==> src/rtl/speres_pkg.sv <==
/*
 Package for the port error and status register: offset, bit positions, reset
 values and the carrier structs between the link logic and the register.
 Assumes a single register clock domain and a plain address/strobe port.
*/
package speres_pkg;

	localparam logic [11:0] PORT_ERROR_AND_STATUS_OFFSET = 12'h158;
	localparam logic [11:0] IRQ_STATUS_OFFSET            = 12'h160;
	localparam logic [11:0] IRQ_MASK_OFFSET              = 12'h164;

	localparam int BIT_IDLE2_SUPPORT  = 0;
	localparam int BIT_IDLE2_ENABLE   = 1;
	localparam int BIT_IDLE_ACTIVE    = 2;
	localparam int BIT_PKT_DROPPED    = 5;
	localparam int BIT_FAILED_ENC     = 6;
	localparam int BIT_DEGRADED_ENC   = 7;
	localparam int BIT_RETRY_ENC      = 11;
	localparam int BIT_RETRIED        = 12;
	localparam int BIT_RETRY_STOPPED  = 13;
	localparam int BIT_OUT_ERR_ENC    = 14;
	localparam int BIT_OUT_ERR_STOP   = 15;
	localparam int BIT_IN_RETRY_STOP  = 21;
	localparam int BIT_IN_ERR_ENC     = 22;
	localparam int BIT_IN_ERR_STOP    = 23;
	localparam int BIT_PW_PENDING     = 27;
	localparam int BIT_UNAVAILABLE    = 28;
	localparam int BIT_PORT_ERROR     = 29;
	localparam int BIT_PORT_OK        = 30;
	localparam int BIT_UNINIT         = 31;

	// Sticky bits cleared by writing one, plus the bit 23 live mirror, which has no flag
	localparam logic [31:0] STICKY_MASK   = 32'h28C0_48E0;
	localparam logic [31:0] RESERVED_MASK = 32'h071F_0718; // Reserved fields, always read zero
	localparam logic        IDLE_RST      = 1'h0;
	localparam logic        UNINIT_RST    = 1'h1;
	localparam logic [31:0] STICKY_RST    = 32'h0000_0000;
	localparam logic [31:0] IRQ_MASK_RST  = 32'h0000_0000;

	// Live link state feeding the register
	typedef struct packed {
		logic idle_active;
		logic out_retry_stopped;
		logic out_error_stopped;
		logic in_retry_stopped;
		logic in_error_stopped;
		logic port_ok;
	} speres_state_s;

	// One-cycle link events
	typedef struct packed {
		logic pkt_dropped;
		logic failed_thresh;
		logic degraded_thresh;
		logic ack_received;
		logic pw_required;
		logic unrecoverable;
	} speres_event_s;

endpackage : speres_pkg

==> src/rtl/speres_reg.sv <==
/*
 Port error and status register with sticky flags, live state mirror and a
 masked interrupt. Assumes link inputs come from logic on ref_clk, so they are
 not synchronised, and that the bus master never issues read and write together.
*/
// Operation
// - Bit 0 reads the configured alternate idle support, read only.
// - Bit 1 enables alternate idle; illegal settings against support are refused.
// - Bit 2 shows the active idle sequence, reset zero.
// - Bit 5 sticks on a dropped output packet until written one.
// - Bit 6 sticks on reaching the failed threshold until written one.
// - Bit 7 sticks on reaching the degraded threshold until written one.
// - Bit 11 sticks when retry-stopped rises until written one.
// - Bit 13 mirrors output retry-stopped state.
// - Bit 12 sets with bit 13, clears on accepted or not-accepted symbol.
// - Bit 15 mirrors output error-stopped; bit 14 sticks on its rise.
// - Bit 21 mirrors input retry-stopped, reset zero.
// - Bit 23 mirrors input error-stopped; bit 22 sticks on its rise.
// - Bit 27 sticks when a port-write is required, if supported.
// - Bit 28 reads configured port-unavailable value.
// - Bit 29 sticks on an unrecoverable error until written one.
// - Bit 30 high only while initialised and error free, reset zero.
// - Bit 31 high while uninitialised, resets one, never with bit 30.
`timescale 1ns/1ps
module speres_reg
	import speres_pkg::*;
#(
	parameter logic IDLE2_SUPPORTED = 1'h1, // Alternate idle supported
	parameter logic IDLE2_ONLY      = 1'h0, // Only alternate idle supported
	parameter logic IDLE2_EN_RST    = 1'h0, // Enable value after reset
	parameter logic PW_SUPPORTED    = 1'h1, // Port-write issuing supported
	parameter logic PORT_UNAVAIL    = 1'h0  // Port merged into a wider link
) (
	input  wire logic          ref_clk,   // 40 MHz register clock
	input  wire logic          rst,       // Async reset, active high
	input  wire logic [11:0]   addr,      // Byte address
	input  wire logic [31:0]   wdata,     // Write data
	input  wire logic          wr,        // Write strobe
	input  wire logic          rd,        // Read strobe
	output logic      [31:0]   rdata,     // Read data, cycle after rd
	input  wire speres_state_s link_st,   // Live link state
	input  wire speres_event_s link_ev,   // One-cycle link events
	output logic               idle2_en,  // Alternate idle enable to link
	output logic               irq        // Level interrupt
);

	logic [31:0]   sticky_r;
	logic          idle2_en_r;
	logic          retried_r;
	speres_state_s st_d_r;
	logic [31:0]   irq_stat_r;
	logic [31:0]   irq_mask_r;
	logic [31:0]   set_vec;
	logic [31:0]   live;
	logic          wr_pes;
	logic          rd_pes;

	// Single word decode shared by write and read paths
	function automatic logic hit(input logic [11:0] a, input logic [11:0] off);
		return a == off;
	endfunction : hit

	assign wr_pes = wr && hit(addr, PORT_ERROR_AND_STATUS_OFFSET);
	assign rd_pes = rd && hit(addr, PORT_ERROR_AND_STATUS_OFFSET);

	// Previous state for rising-edge detection of stopped states
	always_ff @(posedge ref_clk or posedge rst) begin
		if (rst) begin
			st_d_r <= '0;
		end else begin
			st_d_r <= link_st;
		end
	end

	// Hardware set sources, one bit per sticky flag
	always_comb begin
		set_vec                   = '0;
		set_vec[BIT_PKT_DROPPED]  = link_ev.pkt_dropped;
		set_vec[BIT_FAILED_ENC]   = link_ev.failed_thresh;
		set_vec[BIT_DEGRADED_ENC] = link_ev.degraded_thresh;
		set_vec[BIT_RETRY_ENC]    = link_st.out_retry_stopped && !st_d_r.out_retry_stopped;
		set_vec[BIT_OUT_ERR_ENC]  = link_st.out_error_stopped && !st_d_r.out_error_stopped;
		set_vec[BIT_IN_ERR_ENC]   = link_st.in_error_stopped && !st_d_r.in_error_stopped;
		set_vec[BIT_PW_PENDING]   = link_ev.pw_required && PW_SUPPORTED;
		set_vec[BIT_PORT_ERROR]   = link_ev.unrecoverable;
	end

	// Sticky flags: write one clears, set wins over a same-cycle clear
	always_ff @(posedge ref_clk or posedge rst) begin
		if (rst) begin
			sticky_r <= STICKY_RST;
		end else begin
			sticky_r <= ((sticky_r & ~(wr_pes ? (wdata & STICKY_MASK) : 32'h0000_0000)) | set_vec)
				& STICKY_MASK;
		end
	end

	// Retried: set with retry-stopped, cleared by an acknowledge symbol
	always_ff @(posedge ref_clk or posedge rst) begin
		if (rst) begin
			retried_r <= 1'h0;
		end else if (link_st.out_retry_stopped && !st_d_r.out_retry_stopped) begin
			retried_r <= 1'h1;
		end else if (link_ev.ack_received) begin
			retried_r <= 1'h0;
		end
	end

	// Idle enable refuses writes the configured support cannot honour
	always_ff @(posedge ref_clk or posedge rst) begin
		if (rst) begin
			idle2_en_r <= IDLE2_SUPPORTED & (IDLE2_EN_RST | IDLE2_ONLY); // Forced on when only alternate idle exists
		end else if (!IDLE2_SUPPORTED) begin
			idle2_en_r <= 1'h0;
		end else if (IDLE2_ONLY) begin
			idle2_en_r <= 1'h1;
		end else if (wr_pes) begin
			idle2_en_r <= wdata[BIT_IDLE2_ENABLE];
		end
	end
	assign idle2_en = idle2_en_r;

	// Read view; reserved bits stay zero
	always_comb begin
		live                     = '0;
		live                     = sticky_r;
		live[BIT_IDLE2_SUPPORT]  = IDLE2_SUPPORTED;
		live[BIT_IDLE2_ENABLE]   = idle2_en_r;
		live[BIT_IDLE_ACTIVE]    = link_st.idle_active;
		live[BIT_RETRIED]        = retried_r;
		live[BIT_RETRY_STOPPED]  = link_st.out_retry_stopped;
		live[BIT_OUT_ERR_STOP]   = link_st.out_error_stopped;
		live[BIT_IN_RETRY_STOP]  = link_st.in_retry_stopped;
		live[BIT_IN_ERR_STOP]    = link_st.in_error_stopped;
		live[BIT_UNAVAILABLE]    = PORT_UNAVAIL;
		live[BIT_PORT_OK]        = link_st.port_ok && !rst;
		live[BIT_UNINIT]         = !(link_st.port_ok && !rst);
	end

	// Interrupt status mirrors sticky sets; a read of it clears, set still wins
	always_ff @(posedge ref_clk or posedge rst) begin
		if (rst) begin
			irq_stat_r <= STICKY_RST;
		end else begin
			irq_stat_r <= ((rd && hit(addr, IRQ_STATUS_OFFSET)) ? 32'h0000_0000 : irq_stat_r) | set_vec;
		end
	end

	// Mask register, same layout as status
	always_ff @(posedge ref_clk or posedge rst) begin
		if (rst) begin
			irq_mask_r <= IRQ_MASK_RST;
		end else if (wr && hit(addr, IRQ_MASK_OFFSET)) begin
			irq_mask_r <= wdata & STICKY_MASK;
		end
	end

	assign irq = |(irq_stat_r & irq_mask_r);

	// Read data registered one cycle after the strobe, zero otherwise
	always_ff @(posedge ref_clk or posedge rst) begin
		if (rst) begin
			rdata <= 32'h0000_0000;
		end else if (rd) begin
			if (hit(addr, PORT_ERROR_AND_STATUS_OFFSET)) begin
				rdata <= live;
			end else if (hit(addr, IRQ_STATUS_OFFSET)) begin
				rdata <= irq_stat_r;
			end else if (hit(addr, IRQ_MASK_OFFSET)) begin
				rdata <= irq_mask_r;
			end else begin
				rdata <= 32'h0000_0000;
			end
		end else begin
			rdata <= 32'h0000_0000;
		end
	end

	// Sticky bit must follow a rising output error-stopped state
	property p_out_err_sticky;
		@(posedge ref_clk) disable iff (rst)
		$rose(link_st.out_error_stopped) |=> sticky_r[BIT_OUT_ERR_ENC];
	endproperty
	a_out_err_sticky: assert property (p_out_err_sticky) else $error("output error flag not set");

	property p_in_err_sticky;
		@(posedge ref_clk) disable iff (rst)
		$rose(link_st.in_error_stopped) |=> sticky_r[BIT_IN_ERR_ENC];
	endproperty
	a_in_err_sticky: assert property (p_in_err_sticky) else $error("input error flag not set");

	property p_retry_sticky;
		@(posedge ref_clk) disable iff (rst)
		$rose(link_st.out_retry_stopped) |=> sticky_r[BIT_RETRY_ENC] && retried_r;
	endproperty
	a_retry_sticky: assert property (p_retry_sticky) else $error("retry flags not set");

	property p_drop_hold;
		@(posedge ref_clk) disable iff (rst)
		sticky_r[BIT_PKT_DROPPED] && !(wr_pes && wdata[BIT_PKT_DROPPED]) |=> sticky_r[BIT_PKT_DROPPED];
	endproperty
	a_drop_hold: assert property (p_drop_hold) else $error("dropped flag lost");

	property p_set_wins;
		@(posedge ref_clk) disable iff (rst)
		wr_pes && (set_vec & wdata) != 32'h0000_0000 |=> (sticky_r & $past(set_vec)) == $past(set_vec);
	endproperty
	a_set_wins: assert property (p_set_wins) else $error("clear beat a set");

	property p_ok_excl;
		@(posedge ref_clk) disable iff (rst)
		rd && hit(addr, PORT_ERROR_AND_STATUS_OFFSET) |=> rdata[BIT_PORT_OK] != rdata[BIT_UNINIT];
	endproperty
	a_ok_excl: assert property (p_ok_excl) else $error("ok and uninit together");

	property p_reserved;
		@(posedge ref_clk) disable iff (rst)
		rd |=> (rdata & RESERVED_MASK) == 32'h0000_0000;
	endproperty
	a_reserved: assert property (p_reserved) else $error("reserved bit read non-zero");

	property p_ack_clear;
		@(posedge ref_clk) disable iff (rst)
		link_ev.ack_received && !$rose(link_st.out_retry_stopped) |=> !retried_r;
	endproperty
	a_ack_clear: assert property (p_ack_clear) else $error("retried not cleared");

	property p_idle_refuse;
		@(posedge ref_clk) disable iff (rst)
		!IDLE2_SUPPORTED |-> !idle2_en_r;
	endproperty
	a_idle_refuse: assert property (p_idle_refuse) else $error("idle enable set without support");

	// Support bit always reads the configured value
	property p_support_bit;
		@(posedge ref_clk) disable iff (rst)
		rd_pes |=> rdata[BIT_IDLE2_SUPPORT] == IDLE2_SUPPORTED;
	endproperty
	a_support_bit: assert property (p_support_bit) else $error("idle support bit wrong");

	// A legal enable write lands in the next cycle
	property p_idle_write;
		@(posedge ref_clk) disable iff (rst)
		wr_pes && IDLE2_SUPPORTED && !IDLE2_ONLY |=> idle2_en_r == $past(wdata[BIT_IDLE2_ENABLE]);
	endproperty
	a_idle_write: assert property (p_idle_write) else $error("idle enable write lost");

	// Only-alternate ports can never turn the enable off, not even by reset
	property p_idle_only;
		@(posedge ref_clk) disable iff (rst)
		IDLE2_SUPPORTED && IDLE2_ONLY |-> idle2_en_r;
	endproperty
	a_idle_only: assert property (p_idle_only) else $error("idle enable cleared on only-alternate port");

	// Active idle bit shows the link state at the read strobe
	property p_idle_view;
		@(posedge ref_clk) disable iff (rst)
		rd_pes |=> rdata[BIT_IDLE_ACTIVE] == $past(link_st.idle_active);
	endproperty
	a_idle_view: assert property (p_idle_view) else $error("active idle bit wrong");

	// Dropped packet event is never missed
	property p_drop_set;
		@(posedge ref_clk) disable iff (rst)
		link_ev.pkt_dropped |=> sticky_r[BIT_PKT_DROPPED];
	endproperty
	a_drop_set: assert property (p_drop_set) else $error("dropped flag not set");

	// Failed threshold event is never missed
	property p_failed_set;
		@(posedge ref_clk) disable iff (rst)
		link_ev.failed_thresh |=> sticky_r[BIT_FAILED_ENC];
	endproperty
	a_failed_set: assert property (p_failed_set) else $error("failed flag not set");

	// Degraded threshold event is never missed
	property p_degraded_set;
		@(posedge ref_clk) disable iff (rst)
		link_ev.degraded_thresh |=> sticky_r[BIT_DEGRADED_ENC];
	endproperty
	a_degraded_set: assert property (p_degraded_set) else $error("degraded flag not set");

	// Retry flag survives anything but a write of one
	property p_retry_hold;
		@(posedge ref_clk) disable iff (rst)
		sticky_r[BIT_RETRY_ENC] && !(wr_pes && wdata[BIT_RETRY_ENC]) |=> sticky_r[BIT_RETRY_ENC];
	endproperty
	a_retry_hold: assert property (p_retry_hold) else $error("retry flag lost");

	// Retry-stopped bit is a live mirror
	property p_retry_view;
		@(posedge ref_clk) disable iff (rst)
		rd_pes |=> rdata[BIT_RETRY_STOPPED] == $past(link_st.out_retry_stopped);
	endproperty
	a_retry_view: assert property (p_retry_view) else $error("retry-stopped bit wrong");

	// Retried stays up until an acknowledge symbol arrives
	property p_retried_hold;
		@(posedge ref_clk) disable iff (rst)
		retried_r && !link_ev.ack_received |=> retried_r;
	endproperty
	a_retried_hold: assert property (p_retried_hold) else $error("retried dropped early");

	// Output error-stopped bit is a live mirror
	property p_out_err_view;
		@(posedge ref_clk) disable iff (rst)
		rd_pes |=> rdata[BIT_OUT_ERR_STOP] == $past(link_st.out_error_stopped);
	endproperty
	a_out_err_view: assert property (p_out_err_view) else $error("output error-stopped bit wrong");

	// Input retry-stopped bit is a live mirror
	property p_in_retry_view;
		@(posedge ref_clk) disable iff (rst)
		rd_pes |=> rdata[BIT_IN_RETRY_STOP] == $past(link_st.in_retry_stopped);
	endproperty
	a_in_retry_view: assert property (p_in_retry_view) else $error("input retry-stopped bit wrong");

	// Input error-stopped bit is a live mirror
	property p_in_err_view;
		@(posedge ref_clk) disable iff (rst)
		rd_pes |=> rdata[BIT_IN_ERR_STOP] == $past(link_st.in_error_stopped);
	endproperty
	a_in_err_view: assert property (p_in_err_view) else $error("input error-stopped bit wrong");

	// Port-write pending follows the request only where port-writes exist
	property p_pw_set;
		@(posedge ref_clk) disable iff (rst)
		link_ev.pw_required |=> sticky_r[BIT_PW_PENDING] == PW_SUPPORTED;
	endproperty
	a_pw_set: assert property (p_pw_set) else $error("port-write flag wrong");

	// Unavailable bit always reads the configured value
	property p_unavail;
		@(posedge ref_clk) disable iff (rst)
		rd_pes |=> rdata[BIT_UNAVAILABLE] == PORT_UNAVAIL;
	endproperty
	a_unavail: assert property (p_unavail) else $error("unavailable bit wrong");

	// Unrecoverable error event is never missed
	property p_port_err_set;
		@(posedge ref_clk) disable iff (rst)
		link_ev.unrecoverable |=> sticky_r[BIT_PORT_ERROR];
	endproperty
	a_port_err_set: assert property (p_port_err_set) else $error("port error flag not set");

	// Port OK follows the link at the read strobe
	property p_ok_view;
		@(posedge ref_clk) disable iff (rst)
		rd_pes |=> rdata[BIT_PORT_OK] == $past(link_st.port_ok);
	endproperty
	a_ok_view: assert property (p_ok_view) else $error("port ok bit wrong");

	// Uninitialised is the inverse of port OK
	property p_uninit_view;
		@(posedge ref_clk) disable iff (rst)
		rd_pes |=> rdata[BIT_UNINIT] == !$past(link_st.port_ok);
	endproperty
	a_uninit_view: assert property (p_uninit_view) else $error("uninitialised bit wrong");

	// Nothing on the read bus outside the cycle after a strobe
	property p_rdata_idle;
		@(posedge ref_clk) disable iff (rst)
		!rd |=> rdata == 32'h0000_0000;
	endproperty
	a_rdata_idle: assert property (p_rdata_idle) else $error("read data not zero when idle");

	// Writing zero never clears a set flag
	property p_zero_write;
		@(posedge ref_clk) disable iff (rst)
		wr_pes |=> ($past(sticky_r) & ~$past(wdata) & ~sticky_r) == 32'h0000_0000;
	endproperty
	a_zero_write: assert property (p_zero_write) else $error("zero write cleared a flag");

	// An unmasked event raises the line in the next cycle
	property p_irq_raise;
		@(posedge ref_clk) disable iff (rst)
		(set_vec & irq_mask_r) != 32'h0000_0000 && !(wr && hit(addr, IRQ_MASK_OFFSET)) |=> irq;
	endproperty
	a_irq_raise: assert property (p_irq_raise) else $error("interrupt not raised");

endmodule : speres_reg
==> config.mk <==
export PLATFORM = sky130hd
export DESIGN_NAME = speres_reg
export DESIGN_NICKNAME = d
export VERILOG_FILES = /design/src/rtl/speres_pkg.sv /design/src/rtl/speres_reg.sv
export SDC_FILE = /design/constraint.sdc
export NUM_CORES = 1
export LEC_CHECK = 0
export BUFFER_PORTS_ARGS = -buffer_cell sky130_fd_sc_hd__buf_2
export CAP_MARGIN = 20
export CORE_MARGIN = 2
export CORE_UTILIZATION = 40
export CTS_BUF_LIST = sky130_fd_sc_hd__clkbuf_16
export CTS_CLUSTER_DIAMETER = 120
export CTS_CLUSTER_SIZE = 40
export DETAILED_ROUTE_END_ITERATION = 10
export PLACE_DENSITY = 0.72
export SYNTH_ARGS = -nofsm -noshare
export SYNTH_HDL_FRONTEND = slang
export SYNTH_SLANG_ARGS = --single-unit
==> constraint.sdc <==
create_clock -name ref_clk -period 1.6 [get_ports ref_clk]
set_input_delay 0.32 -clock ref_clk [delete_from_list [all_inputs] [get_ports ref_clk]]
set_output_delay 0.32 -clock ref_clk [all_outputs]
set_load 0.02 [all_outputs]
# Word level (Yosys, flattened, before mapping)
# Index checks and enable logic that the tools add are counted.
dict set report word_totals {
  word_cells 39
  out_inout_bits 34
  in_bits 60
  ff_bits 87
}
dict set report op_classes {
  n_bitwise 5
  n_eq_ne 3
  n_reduce_logical 14
  muxes 8
}
# op count
set op_table {}
lappend op_table {{32-bit two-way mux} 4}
lappend op_table {{30-bit two-way mux} 2}
lappend op_table {{12-bit by 9-bit equality test with 1-bit output (second input constant)} 3}
lappend op_table {{32-bit by 30-bit bitwise AND with 32-bit output} 1}
lappend op_table {{32-bit by 30-bit OR with 32-bit output} 1}
lappend op_table {{32-bit OR reduction} 1}
lappend op_table {{30-bit bitwise AND} 1}
lappend op_table {{30-bit inverter} 1}
lappend op_table {{30-bit OR} 1}
lappend op_table {{1-bit logical AND} 7}
lappend op_table {{1-bit zero test} 5}
lappend op_table {{1-bit two-way mux} 2}
lappend op_table {{2-bit nonzero test} 1}

# Logic depth before layout (Yosys ltp)
# Gate-level depths: netlist of run 1.
dict set report depth {
  ltp_word 6
  depth_mapped 5
  ltp_nobuf 3
}

# Least setup slack after synthesis of run 1
# No wires, ideal clock.
dict set report synth_timing {
  path_type {input to register}
  startpoint {in rst}
  endpoint {reg rdata[30]}
  path_buffers 0
  stages 2
  t_required_ns 1.528
  setup_slack_ns -0.100
  arrival_time_ns 1.627
  setup_ns 0.072
  path_cell_list {inv_1 and3_1}
}
dict set report synth_between {
  elab_chain_cells 4
}
# element line
set synth_rtl {}
lappend synth_rtl {{start: declaration} speres_reg.sv:35} ;# input wire logic rst,
lappend synth_rtl {{1-bit zero test (no line)} -}
lappend synth_rtl {{1-bit logical AND} speres_reg.sv:136} ;# live[BIT_PORT_OK] = link_st.port_ok && !rst;
lappend synth_rtl {{32-bit two-way mux} speres_reg.sv:165} ;# if (hit(addr, PORT_ERROR_AND_STATUS_OFFSET)) begin
lappend synth_rtl {{32-bit two-way mux} speres_reg.sv:164} ;# end else if (rd) begin
lappend synth_rtl {{end signal: assignment} speres_reg.sv:166} ;# rdata <= live;
lappend synth_rtl {{end signal: assignment} speres_reg.sv:168} ;# rdata <= irq_stat_r;
lappend synth_rtl {{end signal: assignment} speres_reg.sv:170} ;# rdata <= irq_mask_r;
lappend synth_rtl {{end: declaration} speres_reg.sv:40} ;# output logic [31:0] rdata,
# No other way between the ends.
# A chain may end at the register's enable or synchronous reset.

# Worst setup path in the final report of run 1
dict set report layout_timing {
  startpoint {reg irq_stat_r[29]}
  endpoint {out irq}
}
dict set report layout_between {
  elab_chain_cells 2
}
# element line
set layout_rtl {}
lappend layout_rtl {{start: declaration} speres_reg.sv:51} ;# logic [31:0] irq_stat_r;
lappend layout_rtl {{start signal: assignment} speres_reg.sv:145} ;# irq_stat_r <= ((rd && hit(addr, IRQ_STATUS_OFFSET)) ? 32'h0000_0000 : irq_stat_r) | set_vec;
lappend layout_rtl {{32-bit by 30-bit bitwise AND with 32-bit output} speres_reg.sv:158} ;# assign irq = |(irq_stat_r & irq_mask_r);
lappend layout_rtl {{32-bit OR reduction} speres_reg.sv:158}
lappend layout_rtl {{end: declaration} speres_reg.sv:44} ;# output logic irq
# No other way between the ends.

==> summary.md, run 1 <==
| Metric | Value |
|---|---|
| Htree depth | 2 |
| CP endpoint kind | output port |
| First-pass GRT wire length | 6.54 mm |
| Top-area cell type share of the netlist area | 58.4% |
| Crit Path Max Fanout | 3 |
| Req. time, crit path | 1.28 ns |
| Starting Density | 40.8% |
| Met3 wire length | 256 microns |
| Hold_sp | link_st[3] |
| Max-cap violations | 0 |
| Routability cong. | 0.830 |
| Post CTS Setup Buffer Count | 0 |
| Drt initial violations | 83 |
| Status | finished, final reports clean |
| Fin cells | 303 |
| Vias in the first global route | 1358 |
| Cell Pwr Density | 918 mW/mm^2 |
| Antenna violations before repair | 0 |
| Setup-violating endpoint count in the final report | 0 |
| CP delay by family, top | flip-flops |
| Die height | 75.7 microns |
| Row cnt | 26 |
| Yosys reg bits | 48 |
| Worst vdd ir | 0.435 mV |
| Dpl cell area | 0.00243 sq mm |
| Clk_skew | 0.00454 ns |
| Max Slew Vio Count | 0 |
| CP Cell Sequence | a22oi_2 -> nand4_1 -> buf_2 |
| Via count | 1414 |
| Num CTS Buffers | 5 |
| Skew-Pair Late Insertion Delay | 0.29 ns |
| Wire per inst | 13.8 microns |
| Number of synthesized flops with an enable pin | 0 |
| Drt via density | 4.67 |
| Syn_area_per_cell | 12.4 sq um |
| CTS max path bufs | 2 |
| P_leak | 1.26 nW |
| Area growth, synth to finish | 25.0% |
| I/O pin count | 94 |
| Clock-pin slew on the worst setup and hold paths | 0.06 ns |
| Post-synth top flop | dfrtp_1 |
| Unique masters post-synth | 27 |
| Minimum clock period | 1.52 ns |
| Post-route ant nets | 0 |
| Clk sinks | 48 |
| Routed wl met2 | 2.01 mm |
| Pwr Total | 0.00236 W |
| Top sig layer | met4 |
| Synth Cell Area | 0.00206 sq mm |
| DP HPWL | 3.01 mm |
| # diodes | 0 |
| Critical Path Max Stage Delay | 0.41 ns |
| Core footprint | 0.00504 sq mm |
| Synth warn | 0 |
| Wire length on met1 | 1.84 mm |
| Fmax achieved | 0.658 GHz |
| Detailed Routing Iterations Pass 1 | 4 |
| DIE AREA | 0.00573 sq mm |
| Layout Cell Area excl Fill | 0.00257 sq mm |
| Share of layout cells above drive strength 1 | 40.3% |
| Number of hold violations in the final report | 0 |
| Seq/Total Area, Yosys | 58.4% |
| Drt drc | 0 |
| Async S/R FF share, synth | 100% |
| Worst EP arrival | 1.20 ns |
| Gr usage total | 16.0% |
| Top-count cell post-synth | dfrtp_1 |
| PortBufs | 57 |
| Synth area leaders | dfrtp_1 (58%), mux2_2 (7.7%), buf_4 (5.5%), a22oi_1 (4.4%), nor2_1 (3.1%) |
| Synth area leader | dfrtp_1 |
| Synthesized instance count | 166 |
| Die X | 75.7 microns |
| Final WS setup | 0.0802 ns |
| CTS tree | built |
| Critical-path top delay cell | dfrtp_1 |
| RR Startpoint | irq_mask_r[14] |
| Root Driver | clkbuf_16 |
| Hold crit path type | in -> reg |
| Grt ovf | 0 |
| Final wirelength | 4.17 mm |
| Placed cells | 297 |
| Dpl ws | -0.00266 ns |
| Synth cell count leaders | dfrtp_1 (48), nor2_1 (17), buf_4 (15) |
| Final period utilization | 95.0% |
| Final nets | 295 |
| Largest net degree at the start of global routing | 26 |
| Critical path startpoint | irq_stat_r[29] |
| Crit path buf inv count | 1 |
| Crit Path Class | reg -> out |
| Worst setup SP type | flip-flop |
-- logic make-up (layout without fill, tap and decap cells) --
kind of cell	after synthesis	in the layout	synth area share [%]
DFF	48	48	58.4
other	1	14	0.182
buffers and inverters	26	80	7.66
muxes	18	18	9.85
AOI/OAI and AO/OA	31	31	10.6
and+or+nand+nor	42	42	13.3
-- state kept, by name (all words and copies together), names as in the netlist --
name	cells
idle2_en	1
irq_mask_r	9
irq_stat_r	8
rdata	18
retried_r	1
st_d_r	3
sticky_r	8
-- stage by stage --
stage               setup TNS [ns]  hold WS (ns)  util [%]
finish                           0         0.165      51.0
detailed placement        -0.00266         0.287      48.1
global route              -0.00540         0.167      51.0
global placement          -0.00226         0.283      48.1
CTS                              0         0.163      50.8
floorplan                        0         0.351         -
-- cell type report --
cell class	count	area, sq um
fill	454	2470
multi-input combinational	105	757
tap	70	87.6
clock buffer	5	125
sequential	48	1200
timing repair buffer	68	370
inverter	7	30.0
-- placed cells by master (no fill, tap or decap), drive strengths merged, types with 2 or more instances in the layout --
cell type / netlist / routed
and4bb: 2 / 2
a22oi: 12 / 12
nor2: 17 / 17
nor2b: 6 / 6
and2: 7 / 7
dfrtp: 48 / 48
a21o: 8 / 8
a31oi: 6 / 6
conb: 1 / 14
mux2: 18 / 18
a21oi: 2 / 2
buf: 18 / 67
and4: 2 / 2
nand4: 3 / 3
inv: 7 / 6
clkbuf: 1 / 5
-- per-layer routing --
layer | vias to the layer above | track usage [%]
met1 | 673 | 20.0
met4 | 0 | 7.21
met2 | 48 | 25.7
met5 | - | 0
met3 | 5 | 4.63
li1 | 688 | -
-- worst paths after layout --
check	end	slack (ns)	cells past startpoint
min in group asynchronous	rdata[30]	0.52	3
worst min register to register	rdata[12]	0.48	1
max in group asynchronous	sticky_r[5]	0.49	4
worst max register to register	rdata[14]	0.55	3
worst max-delay path	irq	0.08	3
worst min-delay path	st_d_r[3]	0.17	1
-- power breakdown --
part           internal [W]  switching, W  leakage, nW  total [W]
sequential          0.00122    0.00000325        0.578    0.00122
clock              0.000552      0.000400       0.0616   0.000952
combinational     0.0000745      0.000110        0.625   0.000184
-- timing repair --
action / CTS / global route
endpoints found under the hold margin: 10 / 0
resized for setup: 0 / 2
hold buffers: 1 / 0
endpoints found under the setup margin: 0 / 1
Power figures use the tool's default switching activity.
==> run 2, diff against run 1 <==
--- a/config.mk
+++ b/config.mk
@@ -6,4 +6,5 @@
 export NUM_CORES = 1
 export LEC_CHECK = 0
+export ABC_AREA = 1
 export BUFFER_PORTS_ARGS = -buffer_cell sky130_fd_sc_hd__buf_2
 export CAP_MARGIN = 20
@@ -14,5 +15,5 @@
 export CTS_CLUSTER_SIZE = 40
 export DETAILED_ROUTE_END_ITERATION = 10
-export PLACE_DENSITY = 0.72
+export PLACE_DENSITY = 0.7
 export SYNTH_ARGS = -nofsm -noshare
 export SYNTH_HDL_FRONTEND = slang
==> constraint.sdc (replaced) <==
create_clock -name ref_clk -period 1.6 [get_ports ref_clk]
set_input_delay 0 -clock ref_clk [delete_from_list [all_inputs] [get_ports ref_clk]]
set_output_delay 0 -clock ref_clk [all_outputs]
set_load 0.02 [all_outputs]
==> run 2 against run 1 <==
Setup slack improved by 0.067 ns. Utilization grew 4.7 points. Global-route usage increased by 1.4 points. Largest cell class unchanged. Final cell count rose by 46%. Sequential cell count stayed put. Critical endpoint is now sticky_r[27]. Area after synthesis up 11%.
==> summary.md, run 2 <==
| Metric | Value |
|---|---|
| Status | finished, final reports clean |
| Crit path buf inv count | 3 (+2) |
| Top sig layer | met4 |
| Worst EP arrival | 1.62 ns (+0.42 ns) |
| Post-synth top flop | dfrtp_1 |
| DIE AREA | 0.00633 sq mm (+10%) |
| First-pass GRT wire length | 8.47 mm (+29%) |
| Routed wl met2 | 2.59 mm (+29%) |
| Crit Path Max Fanout | 11 (+8) |
| Req. time, crit path | 1.76 ns (+0.48 ns) |
| Clk_skew | 0.00721 ns (+0.00268 ns) |
| Row cnt | 27 (+3.8%) |
| Minimum clock period | 1.45 ns (-0.0669 ns) |
| Most common cell after layout, fill and taps aside | nand2_1 |
| Fin util | 55.7% (+4.7 points) |
| Fin cells | 443 (+46%) |
| Synth Area in Adders | 0% (unchanged) |
| Placed cells | 404 (+36%) |
| Worst setup SP type | input pin |
| Number of synthesized flops with an enable pin | 0 (unchanged) |
| Largest registers | rdata (18), irq_mask_r (9) |
| CTS tree | built |
| Top-area cell type share of the netlist area | 52.6% (-5.8 points) |
| Grt ovf | 0 (unchanged) |
| Number of hold violations in the final report | 0 (unchanged) |
| Share of layout cells above drive strength 1 | 24.0% (-16 points) |
| Via count | 2003 (+42%) |
| CTS max path bufs | 2 (unchanged) |
| Final period utilization | 90.8% (-4.2 points) |
| Max Slew Vio Count | 0 (unchanged) |
| Num CTS Buffers | 5 (unchanged) |
| Critical-path top delay cell | dlygate4sd3_1 |
| Worst slew pin tran | 0.529 ns |
| Most frequent cells in the layout | nand2_1 (73), buf_2 (57), dfrtp_1 (48) |
| Synth Area in XOR/XNOR | 0% (unchanged) |
| Async S/R FF share, synth | 100% (unchanged) |
| Drt initial violations | 121 (+46%) |
| Worst slew margin | 64.7% |
| Worst vdd ir | 0.537 mV (+23%) |
| Met3 wire length | 250 microns (-2.3%) |
| Htree depth | 2 (unchanged) |
| Wire per inst | 11.4 microns (-17%) |
| Routability cong. | 0.805 (-3.0%) |
| Largest net degree at the start of global routing | 34 (+31%) |
| PortBufs | 57 (unchanged) |
| CP delay by family, top | simple AND/OR/NAND/NOR gates |
| DP HPWL | 3.52 mm (+17%) |
| Root Driver | clkbuf_16 |
| Synthesized instance count | 275 (+66%) |
| Core footprint | 0.00551 sq mm (+9.2%) |
| Syn_area_per_cell | 8.30 sq um (-33%) |
| CP Cell Sequence | buf_2 -> inv_1 -> nand2_1 -> nor2_2 -> nand3_4 -> nor2_4 -> nand2_1 -> nand2_1 -> nand2_1 -> dlygate4sd3_1 |
| Area growth, synth to finish | 34.4% |
| RSZ-0062 raised after global routing | false |
| Final nets | 430 (+46%) |
| Main combinational cell family by area after synthesis | simple AND/OR/NAND/NOR gates |
| Crit Path Class | in -> reg |
| Simple-gate share of the synthesized area | 29.8% (+17 points) |
| Clk sinks | 48 (unchanged) |
| Skew-Pair Late Insertion Delay | 0.29 ns (about the same) |
| Synth Area in Compound Gates | 5.15% (-5.5 points) |
| Critical Path Max Stage Delay | 0.55 ns (+0.14 ns) |
| Pwr Total | 0.00243 W (+2.9%) |
| Clock-pin slew on the worst setup and hold paths | 0.06 ns (about the same) |
| Top-count cell post-synth | nand2_1 |
| Die X | 79.5 microns (+5.1%) |
| Seq/Total Area, Yosys | 52.6% (-5.8 points) |
| Multiplexer area fraction after synthesis | 0% (-9.9 points) |
| P_leak | 1.72 nW (+36%) |
| CP endpoint kind | flip-flop |
| Drt via density | 4.52 (-3.1%) |
| # diodes | 0 (unchanged) |
| Gr usage total | 17.4% (+1.4 points) |
| Wire length on met1 | 2.13 mm (+16%) |
| Setup-violating endpoint count in the final report | 0 (unchanged) |
| Detailed Routing Iterations Pass 1 | 4 (unchanged) |
| Die height | 79.5 microns (+5.1%) |
| Hold crit path type | in -> reg |
| Final wirelength | 5.05 mm (+21%) |
| Max-cap violations | 0 (unchanged) |
| Post-route ant nets | 0 (unchanged) |
| Synth cell count leaders | nand2_1 (73), dfrtp_1 (48), inv_1 (38) |
| Synth warn | 0 (unchanged) |
| Synth Cell Area | 0.00228 sq mm (+11%) |
| I/O pin count | 94 (unchanged) |
| Synth area leaders | dfrtp_1 (53%), nand2_1 (12%), inv_1 (6.3%), nand3_1 (5.3%), nor2_1 (5.1%) |
| Yosys reg bits | 48 (unchanged) |
| Max FFs per register | 18 (unchanged) |
| Vias in the first global route | 1892 (+39%) |
| Largest Register | rdata |
| Antenna violations before repair | 0 (unchanged) |
| Unique masters post-synth | 27 (unchanged) |
| Starting Density | 41.4% (+0.65 points) |
| Drt drc | 0 (unchanged) |
| Most frequent CP cell | nand2_1 |
| Cell Pwr Density | 792 mW/mm^2 (-14%) |
| Fmax achieved | 0.688 GHz (+4.6%) |
| Synth area leader | dfrtp_1 |
| Setup TNS | 0 ns (unchanged) |
run 2: changes by cell type after synthesis, sizes merged, moves of 3 or more:
| cell | change |
|---|---|
| nand2 | +75 |
| a31oi | -6 |
| mux2 | -18 |
| a21o | -8 |
| a22oi | -12 |
| or2 | +3 |
| nor2b | -6 |
| nand3 | +25 |
| o21ai | +18 |
| nor2 | +21 |
| and2 | -7 |
| inv | +34 |
run 2: path summary, 6_finish.rpt:
kind                       depth (start not counted)         start             end  slack (ns)
max in group asynchronous                          4           rst       st_d_r[3]        0.86
hold reg to reg                                    2  sticky_r[14]    sticky_r[14]        0.48
setup / recovery                                  10       addr[9]    sticky_r[27]        0.15
hold / removal                                     5            rd       rdata[23]        0.08
min in group asynchronous                          3           rst  irq_mask_r[23]        0.24
setup reg to reg                                   3  sticky_r[29]    sticky_r[29]        0.42
run 2: worst reg2reg max path, stage by stage (launching register included):
cell and delay, ns:
dfrtp_1 0.39, nand2_1 0.07, nand2_1 0.05, dlygate4sd3_1 0.55
run 2: layer usage:
| metal | up-vias | track usage [%] |
|---|---|---|
| li1 | 1016 | - |
| met1 | 927 | 21.3 |
| met2 | 51 | 30.3 |
| met3 | 9 | 3.62 |
| met4 | 0 | 6.03 |
| met5 | - | 0 |
run 2: metrics by stage:
stage	cell area, sq um	hold WS (ns)	setup WS (ns)
floorplan	2330	0.0314	0.245
global placement	2620	0.000880	0.350
detailed placement	2620	0.00373	0.344
CTS	3040	0.0831	0.112
global route	3070	0.147	0.0177
finish	3070	0.0798	0.147
run 2: cell type report:
type	count	area, sq um
Sequential cell	48	1200
Clock inverter	3	15.0
Timing Repair Buffer	91	623
Tap cell	72	90.1
Multi-Input combinational cell	183	860
Fill cell	518	2440
Inverter	41	154
Clock buffer	5	125
run 2: what timing repair did:
item,CTS,global route
endpoints found under the hold margin,49,0
hold buffers,28,0
buffers inserted,0,2
resized for setup,0,1
endpoints found under the setup margin,0,5
run 2: where the power goes:
| part | switching [W] | leakage (nW) | internal (W) |
|---|---|---|---|
| combinational | 0.000132 | 1.07 | 0.0000940 |
| sequential | 0.00000254 | 0.573 | 0.00122 |
| clock | 0.000414 | 0.0687 | 0.000567 |
| total | 0.000548 | 1.72 | 0.00188 |
run 2: cell families after synthesis:
kind of cell | after synthesis
AO/OA/AOI/OAI | 22
buffers and inverters | 58
flip-flops | 48
other | 1
AND/OR/NAND/NOR | 146
==> run 3, diff against run 2 <==
- CORE_MARGIN: 2 -> 4
==> run 3 against run 2 <==
Sequential cell count unchanged. Clock power up 17%. Fmax grew 5.3%. Clock skew decreased by 0.0025 ns. Critical path depth unchanged. Via count down 0.35%. Worst hold slack improved by 0.014 ns. Utilization up 0.89 points. Cell area rose by 1.6%. Die area increased by 10%. Highest routed layer unchanged.
==> summary.md, run 3 (synthesis results as in run 2) <==
| Metric | Value |
|---|---|
| Status | finished, final reports clean |
| # diodes | 0 (unchanged) |
| Sw Pwr | 0.000554 W (+1.0%) |
| CP endpoint kind | flip-flop |
| Clk_skew | 0.00467 ns (-0.00254 ns) |
| Vias in the first global route | 1784 (-5.7%) |
| Clock share of power | 44.2% (+3.8 points) |
| Drt drc | 0 (unchanged) |
| Grt ovf | 0 (unchanged) |
| CTS tree | built |
| Core footprint | 0.00551 sq mm (unchanged) |
| Max Slew Vio Count | 0 (unchanged) |
| Final nets | 434 (+0.93%) |
| Critical Path Max Stage Delay | 0.56 ns (about the same) |
| Dpl ws | 0.334 ns (-0.0103 ns) |
| I/O pin count | 94 (unchanged) |
| Worst slew margin | 63.2% (-1.5 points) |
| Num CTS Buffers | 5 (unchanged) |
| Hold crit path type | in -> reg |
| Fin cells | 447 (+0.90%) |
| Final period utilization | 86.2% (-4.6 points) |
| Largest Register | rdata |
| Largest registers | rdata (18), irq_mask_r (9) |
| Row cnt | 27 (unchanged) |
| Worst slew pin tran | 0.551 ns (+0.0226 ns) |
| Wire per inst | 11.6 microns (+1.6%) |
| FF+latch area | 0.00120 sq mm (unchanged) |
| Switching portion of total power | 21.3% (-1.2 points) |
| First-pass GRT wire length | 8.38 mm (-1.1%) |
| Routability cong. | 0.830 (+3.0%) |
| Detailed Routing Iterations Pass 1 | 4 (unchanged) |
| Crit Path Max Fanout | 6 (-5) |
| Int Power | 0.00204 W (+8.5%) |
| Max-cap violations | 0 (unchanged) |
| Clk sinks | 48 (unchanged) |
| Die height | 83.5 microns (+5.0%) |
| Drt via density | 4.47 (-1.2%) |
| Area growth, synth to finish | 36.6% |
| CP delay by family, top | simple AND/OR/NAND/NOR gates |
| Setup TNS | 0 ns (unchanged) |
| Crit Path Class | in -> reg |
| Number of hold violations in the final report | 0 (unchanged) |
| Root Driver | clkbuf_16 |
| # fillers | 510 (-1.5%) |
| CTS max path bufs | 2 (unchanged) |
| P_leak | 1.76 nW (+2.2%) |
| Htree depth | 2 (unchanged) |
| Drt initial violations | 61 (-50%) |
| Req. time, crit path | 1.77 ns (about the same) |
| Clock-pin slew on the worst setup and hold paths | 0.06 ns (about the same) |
| Most frequent cells in the layout | nand2_1 (73), buf_2 (57), dfrtp_1 (48) |
| Antenna violations before repair | 0 (unchanged) |
| Fin util | 56.6% (+0.89 points) |
| Part of the power in combinational logic | 8.7% (-0.6 points) |
| Worst setup SP type | input pin |
| Gr usage total | 15.0% (-2.4 points) |
| DP HPWL | 3.59 mm (+1.8%) |
| Crit path buf inv count | 3 (unchanged) |
| Most frequent CP cell | nand2_1 |
| Critical-path top delay cell | dlygate4sd3_1 |
| Max FFs per register | 18 (unchanged) |
| Setup-violating endpoint count in the final report | 0 (unchanged) |
| Cell Pwr Density | 833 mW/mm^2 (+5.2%) |
| PortBufs | 57 (unchanged) |
| Final WS setup | 0.220 ns (+0.0732 ns) |
| Post-cts sizing count | 0 (unchanged) |
| Die X | 83.5 microns (+5.0%) |
| Minimum clock period | 1.38 ns (-0.0732 ns) |
| RSZ-0062 raised after global routing | false |
| Starting Density | 41.4% (unchanged) |
| Worst EP arrival | 1.55 ns (-0.07 ns) |
| Fmax achieved | 0.725 GHz (+5.3%) |
| Largest net degree at the start of global routing | 30 (-12%) |
| Sequential share of power | 47.1% (-3.3 points) |
| CP Cell Sequence | buf_2 -> inv_1 -> nand2_2 -> nor2_1 -> nand3_4 -> nor2_4 -> nand2_1 -> nand2_1 -> nand2_1 -> dlygate4sd3_1 |
| Post-route ant nets | 0 (unchanged) |
| Placed cells | 404 (unchanged) |
| Skew-Pair Late Insertion Delay | 0.29 ns (about the same) |
| DIE AREA | 0.00698 sq mm (+10%) |
| Most common cell after layout, fill and taps aside | nand2_1 |
| Share of layout cells above drive strength 1 | 25.1% (+1.1 points) |
| Multi-input gate area | 857 sq um (-0.29%) |
| Final wirelength | 5.18 mm (+2.5%) |
| Worst vdd ir | 0.417 mV (-22%) |
| Via count | 1996 (-0.35%) |
[run 3: cell types whose count changed in the layout (fill, tap and decap cells not counted)]
cell and change:
buf_4 +5, bufinv_16 +1, clkinv_1 -1, clkinv_2 +1
clkinvlp_4 -1, dlygate4sd3_1 -1, nor2_1 +1, nor2_2 -1
[run 3: metal layers]
layer,vias to the layer above,GRT usage [%],wire length (microns)
li1,1019,-,-
met2,57,23.5,2470
met3,8,4.54,332
met4,0,5.99,99
met5,-,0,0
met1,912,19.5,2270
[run 3: cell type report]
type	count	area share, %
clock buffers	5	4.01
repair buffers	95	20.9
multi-input cells	183	27.5
well taps	72	2.89
clock inverters	3	1.24
inverters	41	4.94
flip-flops and latches	48	38.5
[run 3: stage by stage]
step	power, W	hold slack (ns)	area (sq um)
6_report	0.00260	0.0934	3120
3_5_place_dp	0.00143	0.0475	2620
4_1_cts	0.00262	0.0860	3060
3_3_place_gp	0.00143	0.0405	2620
5_1_grt	0.00271	0.122	3120
2_1_floorplan	0.00138	0.0314	2330
[run 3: power groups by stage]
stage / Combinational, W / Sequential, W / Clock (W)
2_1_floorplan: 0.000129 / 0.00125 / 0
3_3_place_gp: 0.000180 / 0.00125 / 0
3_5_place_dp: 0.000182 / 0.00125 / 0
4_1_cts: 0.000226 / 0.00122 / 0.00117
5_1_grt: 0.000251 / 0.00122 / 0.00124
6_report: 0.000226 / 0.00122 / 0.00115
[run 3: path summary, 6_finish.rpt]
| kind | from | endpoint | slack (ns) | depth (start not counted) |
|---|---|---|---|---|
| max | addr[1] | sticky_r[29] | 0.22 | 10 |
| min | rd | rdata[23] | 0.09 | 5 |
| max reg2reg | sticky_r[29] | sticky_r[29] | 0.44 | 3 |
| min reg2reg | sticky_r[5] | sticky_r[5] | 0.47 | 2 |
| max in group asynchronous | rst | rdata[13] | 0.80 | 4 |
| min in group asynchronous | rst | sticky_r[6] | 0.28 | 3 |
[run 3: worst register-to-register path, stage by stage, from the launching register on]
cell	delay (ns)
dfrtp_1	0.38
nand2_1	0.07
nand2_1	0.05
dlygate4sd3_1	0.56
[run 3: repair_timing]
item,in CTS,in global routing
buffers inserted,0,7
hold buffers,27,0
endpoints found under the setup margin,0,4
endpoints found under the hold margin,54,0
